===== config.mk =====
export PLATFORM = sky130hd
export DESIGN_NAME = cise_core
export DESIGN_NICKNAME = d
export VERILOG_FILES = /design/src/pkg/cise_pkg.sv /design/src/hdl/cise_core.sv
export SDC_FILE = /design/constraint.sdc
export NUM_CORES = 1
export LEC_CHECK = 0
export ABC_CLOCK_PERIOD_IN_PS = 3500
export BUFFER_PORTS_ARGS = -buffer_cell sky130_fd_sc_hd__buf_2
export CAP_MARGIN = 20
export CORE_AREA = 2 2 175 177
export DETAILED_ROUTE_END_ITERATION = 16
export DIE_AREA = 0 0 177 179
export PLACE_DENSITY = 0.66
export SLEW_MARGIN = 20
export SYNTH_ARGS = -nofsm -noshare
export SYNTH_HDL_FRONTEND = slang
export SYNTH_SLANG_ARGS = --single-unit
export TNS_END_PERCENT = 5

===== constraint.sdc =====
create_clock -name sys_clk_in -period 3.5 [get_ports sys_clk_in]
set_input_delay 0.35 -clock sys_clk_in [delete_from_list [all_inputs] [get_ports sys_clk_in]]
set_output_delay 0.35 -clock sys_clk_in [all_outputs]
set_load 0.005 [all_outputs]

===== src/pkg/cise_pkg.sv =====
// constants and opcode patterns for the instruction subset executor
package cise_pkg;
  localparam int INSTR_W    = 12;
  localparam int DATA_W     = 8;
  localparam int PC_W       = 11;
  localparam int FADDR_W    = 5;
  localparam int FILE_DEPTH = 32;
  localparam int JUMP_W     = 9;
  localparam int CALL_W     = 8;

  // field positions inside an instruction word
  localparam int DEST_BIT = 5;
  // field positions inside the status register
  localparam int Z_BIT   = 2;
  localparam int PAGE_HI = 6;
  localparam int PAGE_LO = 5;

  // reset values, then the one and zero constants
  localparam logic [PC_W-1:0]   PC_RESET     = 11'h000;
  localparam logic [DATA_W-1:0] ACC_RESET    = 8'h00;
  localparam logic [DATA_W-1:0] STATUS_RESET = 8'h00;
  localparam logic [DATA_W-1:0] OPTION_RESET = 8'hFF;
  localparam logic [DATA_W-1:0] FILE_RESET   = 8'h00;
  localparam logic [PC_W-1:0]   PC_ONE       = 11'h001;
  localparam logic [DATA_W-1:0] DATA_ONE     = 8'h01;
  localparam logic [DATA_W-1:0] DATA_ZERO    = 8'h00;

  // opcode masks and match values
  localparam logic [INSTR_W-1:0] MASK_ALL  = 12'hFFF;
  localparam logic [INSTR_W-1:0] MASK_FILE = 12'hFE0;
  localparam logic [INSTR_W-1:0] MASK_DF   = 12'hFC0;
  localparam logic [INSTR_W-1:0] MASK_JUMP = 12'hE00;
  localparam logic [INSTR_W-1:0] MASK_LIT  = 12'hF00;

  localparam logic [INSTR_W-1:0] OP_NOP               = 12'h000;
  localparam logic [INSTR_W-1:0] OP_LOAD_OPTION       = 12'h002;
  localparam logic [INSTR_W-1:0] OP_STORE_ACC_TO_FILE = 12'h020;
  localparam logic [INSTR_W-1:0] OP_OR_ACC_FILE       = 12'h100;
  localparam logic [INSTR_W-1:0] OP_COPY_FILE         = 12'h200;
  localparam logic [INSTR_W-1:0] OP_INC_SKIP_IF_NULL  = 12'h3C0;
  localparam logic [INSTR_W-1:0] OP_CALL              = 12'h900;
  localparam logic [INSTR_W-1:0] OP_JUMP_ABSOLUTE     = 12'hA00;
  localparam logic [INSTR_W-1:0] OP_LOAD_LITERAL_ACC  = 12'hC00;
  localparam logic [INSTR_W-1:0] OP_OR_LITERAL_ACC    = 12'hD00;
endpackage : cise_pkg


===== src/hdl/cise_core.sv =====
// execution core for the instruction subset
// Overview of operation
// - increment-and-skip adds one, flags untouched
// - zero result discards prefetched word, runs nop
// - destination bit 0 accumulator, 1 file
// - jump loads pc 8:0, page from status
// - jump always takes two cycles
// - or-literal into accumulator, zero flag only
// - or-file to destination, zero flag only
// - store accumulator to file, flags untouched
// - copy file to destination, zero flag
// - load literal into accumulator, flags untouched
// - load option register from accumulator
// - call pushes return, clears pc bit 8
`timescale 1ns/1ps
`default_nettype none
module cise_core #(
  parameter int STACK_DEPTH = 2
) (
  input  wire logic                          sys_clk_in,
  input  wire logic                          reset_n_in,
  input  wire logic [cise_pkg::INSTR_W-1:0]  instr_in,
  output logic      [cise_pkg::PC_W-1:0]     pc_out,
  output logic      [cise_pkg::DATA_W-1:0]   acc_out,
  output logic      [cise_pkg::DATA_W-1:0]   status_out,
  output logic      [cise_pkg::DATA_W-1:0]   option_out,
  output logic                               discard_out
);
  import cise_pkg::*;

  // the stack needs at least one entry, and the target concatenations only fit these field widths
  if (STACK_DEPTH < 1) begin : g_bad_stack_depth
    $error("cise_core: STACK_DEPTH must be at least 1");
  end
  if (PC_W != JUMP_W + PAGE_HI - PAGE_LO + 1) begin : g_bad_pc_width
    $error("cise_core: pc width must equal jump target plus page bits");
  end
  if (JUMP_W != CALL_W + 1) begin : g_bad_call_width
    $error("cise_core: call target must be one bit below jump target");
  end

  typedef struct packed {
    logic [PC_W-1:0]                      pc;
    logic [DATA_W-1:0]                    acc;
    logic [DATA_W-1:0]                    status;
    logic [DATA_W-1:0]                    option;
    logic                                 discard;
    logic [FILE_DEPTH-1:0][DATA_W-1:0]    file;
    logic [STACK_DEPTH-1:0][PC_W-1:0]     stack;
  } cise_state_t;

  cise_state_t state_reg;
  cise_state_t state_next;

  // first word after reset is stale, so it is discarded
  localparam cise_state_t STATE_RESET = '{
    pc:      PC_RESET,
    acc:     ACC_RESET,
    status:  STATUS_RESET,
    option:  OPTION_RESET,
    discard: 1'b1,
    file:    {FILE_DEPTH{FILE_RESET}},
    stack:   {STACK_DEPTH{PC_RESET}}
  };

  // one-hot class of the word in flight
  typedef enum logic [10:0] {
    CISE_K_IDLE   = 11'h001,
    CISE_K_STORE  = 11'h002,
    CISE_K_ORF    = 11'h004,
    CISE_K_COPY   = 11'h008,
    CISE_K_INC    = 11'h010,
    CISE_K_JUMP   = 11'h020,
    CISE_K_CALL   = 11'h040,
    CISE_K_LIT    = 11'h080,
    CISE_K_ORL    = 11'h100,
    CISE_K_OPTION = 11'h200,
    CISE_K_FLUSH  = 11'h400
  } cise_kind_t;

  function automatic logic op_match(input logic [INSTR_W-1:0] word,
                                    input logic [INSTR_W-1:0] mask,
                                    input logic [INSTR_W-1:0] pattern);
    op_match = ((word & mask) == pattern);
  endfunction

  // a flushed slot wins over whatever opcode it holds
  function automatic cise_kind_t decode_kind(
    input logic [INSTR_W-1:0] word,
    input logic               flushing
  );
    if (flushing) begin
      decode_kind = CISE_K_FLUSH;
    end else if (op_match(word, MASK_FILE, OP_STORE_ACC_TO_FILE)) begin
      decode_kind = CISE_K_STORE;
    end else if (op_match(word, MASK_DF, OP_OR_ACC_FILE)) begin
      decode_kind = CISE_K_ORF;
    end else if (op_match(word, MASK_DF, OP_COPY_FILE)) begin
      decode_kind = CISE_K_COPY;
    end else if (op_match(word, MASK_DF, OP_INC_SKIP_IF_NULL)) begin
      decode_kind = CISE_K_INC;
    end else if (op_match(word, MASK_JUMP, OP_JUMP_ABSOLUTE)) begin
      decode_kind = CISE_K_JUMP;
    end else if (op_match(word, MASK_LIT, OP_CALL)) begin
      decode_kind = CISE_K_CALL;
    end else if (op_match(word, MASK_LIT, OP_LOAD_LITERAL_ACC)) begin
      decode_kind = CISE_K_LIT;
    end else if (op_match(word, MASK_LIT, OP_OR_LITERAL_ACC)) begin
      decode_kind = CISE_K_ORL;
    end else if (op_match(word, MASK_ALL, OP_LOAD_OPTION)) begin
      decode_kind = CISE_K_OPTION;
    end else begin
      // nop and every word outside the subset
      decode_kind = CISE_K_IDLE;
    end
  endfunction

  // destination bit picks accumulator or the addressed file entry
  function automatic cise_state_t route_result(
    input cise_state_t        s,
    input logic               to_file,
    input logic [FADDR_W-1:0] addr,
    input logic [DATA_W-1:0]  value
  );
    route_result = s;
    if (to_file) begin
      route_result.file[addr] = value;
    end else begin
      route_result.acc = value;
    end
  endfunction

  function automatic logic is_zero(input logic [DATA_W-1:0] value);
    is_zero = (value == DATA_ZERO);
  endfunction

  logic [FADDR_W-1:0] faddr;
  logic [DATA_W-1:0]  fval;
  logic [DATA_W-1:0]  literal;
  logic               dest_file;
  logic [DATA_W-1:0]  result;
  cise_kind_t         instr_kind;
  wire logic [STACK_DEPTH-1:0][PC_W-1:0] stack_pushed;

  assign faddr     = instr_in[FADDR_W-1:0];
  assign fval      = state_reg.file[faddr];
  assign literal   = instr_in[DATA_W-1:0];
  assign dest_file = instr_in[DEST_BIT];
  assign instr_kind = decode_kind(instr_in, state_reg.discard);

  // return address lands on top, deeper entries move down one
  assign stack_pushed[0] = state_reg.pc;
  for (genvar g = 1; g < STACK_DEPTH; g++) begin : g_stack_shift
    assign stack_pushed[g] = state_reg.stack[g-1];
  end

  always_comb begin
    state_next         = state_reg;
    result             = DATA_ZERO;
    // every instruction advances the pc unless it redirects
    state_next.pc      = state_reg.pc + PC_ONE;
    state_next.discard = 1'b0;
    case (instr_kind)
      CISE_K_FLUSH: begin
        // prefetched word thrown away, a nop runs in its slot
        result = DATA_ZERO;
      end
      CISE_K_STORE: begin
        state_next.file[faddr] = state_reg.acc;
      end
      CISE_K_ORF: begin
        result     = state_reg.acc | fval;
        state_next = route_result(state_next, dest_file, faddr, result);
        state_next.status[Z_BIT] = is_zero(result);
      end
      CISE_K_COPY: begin
        result     = fval;
        state_next = route_result(state_next, dest_file, faddr, result);
        state_next.status[Z_BIT] = is_zero(result);
      end
      CISE_K_INC: begin
        // status untouched: the skip stands in for a zero flag
        result     = fval + DATA_ONE;
        state_next = route_result(state_next, dest_file, faddr, result);
        state_next.discard = is_zero(result);
      end
      CISE_K_JUMP: begin
        state_next.pc      = {state_reg.status[PAGE_HI:PAGE_LO],
                              instr_in[JUMP_W-1:0]};
        state_next.discard = 1'b1;
      end
      CISE_K_CALL: begin
        // oldest entry falls off when the stack is full
        state_next.stack   = stack_pushed;
        state_next.pc      = {state_reg.status[PAGE_HI:PAGE_LO], 1'b0,
                              instr_in[CALL_W-1:0]};
        state_next.discard = 1'b1;
      end
      CISE_K_LIT: begin
        state_next.acc = literal;
      end
      CISE_K_ORL: begin
        result         = state_reg.acc | literal;
        state_next.acc = result;
        state_next.status[Z_BIT] = is_zero(result);
      end
      CISE_K_OPTION: begin
        state_next.option = state_reg.acc;
      end
      default: begin
        // nop and every word outside the subset only advance the pc
        result = DATA_ZERO;
      end
    endcase
  end

  always_ff @(posedge sys_clk_in or negedge reset_n_in) begin
    if (!reset_n_in) begin
      state_reg <= STATE_RESET;
    end else begin
      state_reg <= state_next;
    end
  end

  assign pc_out      = state_reg.pc;
  assign acc_out     = state_reg.acc;
  assign status_out  = state_reg.status;
  assign option_out  = state_reg.option;
  assign discard_out = state_reg.discard;
endmodule : cise_core
`default_nettype wire


==> metrics.cfg <==
[status]
outcome = finished, final reports clean

[hold_path]
hold_class = primary input to flip-flop

[timing]
rsz0062_at_grt = false
setup_tns_ns = 0
period_minus_slack_ns = 3.228
fmax_ghz = 0.3098
tightest_slew_ns = 1.015
fin_crit_sh_pct = 92.23
setup-violations-final = 0
holdWs_ns = 0.08912
skew_ns = 0.02605
relSlewSlack_pct = 31.44
setup_slack_ns = 0.2719
finalMaxSlewViolations = 0
hold_viol_final = 0

[floorplanning]
dieWidth_um = 177
coreArea_um2 = 30030
die_area_um2 = 31680
pin_count = 50
rows = 64
die_h_um = 179
initial_utilization_pct = 49.14

[power]
p_int_mw = 6.175
power-per-cell-area_nw_per_um2 = 510.4
power.switching_mw = 2.317
pwr-share-seq_pct = 42.3
ir_drop_v = 0.0003863
p_comb_share_pct = 14.0
swShare_pct = 27.29
p_clk_share_pct = 43.8
finalPower_mw = 8.492
leakagePower_nw = 7.232

[critical_path]
end_kind = flip-flop
crit_type = primary input to flip-flop
crit_slowest_cell = nor4bb_1
crit_fanout = 32
worstPathRequired_ns = 3.94
cpPeakStageDelay_ns = 0.91
path_cells = buf_2, nor4bb_1, a22oi_1, nand4_1, nor2_1, ha_1, xor2_1, a222oi_1, buf_4, o21ai_0
crit_arrival_ns = 3.67
critPathLaunchType = primary input

[synthesis]
syn_avg_cell_area_um2 = 9.240
synth_edf_count = 0
ys_warn_count = 0
synth-seq-area-share_pct = 48.41
yosys_most_used_dff = dfrtp_1
syn-instance-count = 1597
yosys_register_bits = 285
ys_types = 57
syn_area_um2 = 14760
postSynth.asyncResetShare_pct = 100.0

[layout]
finalNetCount = 1619
mostFrequentLayoutCells = 306 x o21ai_0, 276 x dfrtp_1, 265 x nand2_1, 116 x mux2i_1, 80 x nor2_1
finalInstanceArea_um2 = 16640
diodes = 0
final_util_pct = 55.40
drive_above_1_share_pct = 13.72
areaGrowthSynthToFinish_pct = 12.74
fin_cells = 2021
final_common_cell = o21ai_0

[place]
dp_slack_ns = -0.1864
numPortBuffers = 42
dp_cells = 1963
placed_cell_area_um2 = 15460
gp_congestion = 0.9795
dp_hpwl_mm = 32.48

[route]
viasPerCell = 6.172
dr.first_iter.drc_count = 1476
wl_per_cell_um = 22.69
firstDrtPassIters = 7
vias = 12473
final_antenna_net_count = 0
wl_mm = 45.86
drc = 0

[cts]
htreeDepth = 1
clock_latency_ns = 0.59
cts.sinks = 285
cts_tree = done
clkTransAtPathRegs_ns = 0.06
cts_inserted_buffers = 31
root_buffer = clkbuf_16
postCtsSetupBuffers = 0
clockBufferDepth = 3

[grt]
overflow = 0
grt_first_pass_wirelength_mm = 71.34
grt_pass1_vias = 11714
grt.total_usage_pct = 29.47
grt_start_max_net_pins = 98
antenna_found_initial = 0

[run]
cap_viol_max_count = 0

## area by class of cell
type	count	area [um2]
clock buffer	43	910.9
clock inverter	14	260.3
fill	2699	13390
inverter	12	45.04
multi-input combinational	1147	6813
sequential	285	7143
tap	396	495.5
timing repair buffer	124	969.7
## synthesized netlist by cell type, types with 5 or more instances
master	instances	area share (%)
buf_4	40	2.0
inv_1	12	0.31
mux2_2	9	0.69
nand3_1	16	0.54
xnor2_1	8	0.47
a22oi_1	71	3.6
nor3_1	11	0.37
dfstp_2	9	1.6
mux2i_1	116	7.9
a31oi_1	13	0.55
nor2_1	80	2.0
mux4_2	8	1.2
and3_1	6	0.25
a21oi_1	69	2.3
or3_1	7	0.30
o21ai_1	11	0.37
buf_6	10	0.76
clkbuf_1	93	2.4
a21boi_0	5	0.25
and2_1	7	0.30
o22ai_1	14	0.59
nand2_1	265	6.7
xor2_1	5	0.30
a32oi_1	7	0.42
nor2b_1	6	0.25
nand4_1	21	0.89
nor4bb_1	7	0.47
o31ai_1	19	0.97
nand2b_1	9	0.38
dfrtp_1	276	47
buf_1	9	0.23
buf_2	6	0.20
o21ai_0	306	10
## worst max-delay path: cells and delay by family
kind | cells | cell delay [ns]
and+or+nand+nor | 3 | 1.29
AOI/OAI and AO/OA | 3 | 0.87
xor gates and xnor gates | 1 | 0.20
adders and majority gates | 1 | 0.30
buffers and inverters | 2 | 0.63
## metal layers
metal	vias up	share of wire, %	GRT usage (%)
met5	-	0	0
met4	0	4.2	11.60
met3	128	8.1	4.686
met2	567	45	45.12
met1	6092	43	42.05
li1	5686	-	-
## power groups by stage
stage               clock [mW]  combinational [mW]  sequential [mW]
CTS                       3.75                1.17             3.58
floorplan                    0               0.751             3.58
global route              3.89                1.29             3.60
finish                    3.72                1.19             3.59
detailed placement           0                1.17             3.64
global placement             0                1.16             3.64
## path summary, 6_finish.rpt
check	start	endpoint	slack (ns)	cells past startpoint
hold reg to reg	flip-flop	flip-flop	0.48	2
max in group asynchronous	reset_n_in	async pin	2.18	3
setup reg to reg	flip-flop	flip-flop	0.49	10
hold / removal	instr_in[7]	pc_out[7]	0.09	3
min in group asynchronous	reset_n_in	async pin	0.36	2
setup / recovery	instr_in[4]	flip-flop	0.27	10
## cell families after synthesis
group / after synthesis / share of synthesized area (%)
adder cells (fa/ha/maj): 4 / 0.3392
AO/OA/AOI/OAI: 529 / 20.37
flip-flops: 285 / 48.41
multiplexers: 133 / 9.776
buffers and inverters: 171 / 5.935
XOR/XNOR: 13 / 0.7716
other: 1 / 0.02541
AND/OR/NAND/NOR: 461 / 14.37
## what timing repair did
action	in CTS	in global routing
hold endpoints to repair	90	0
gates resized for setup	0	0
hold buffers	1	0
Note: power is estimated with default switching activity, not from simulation.
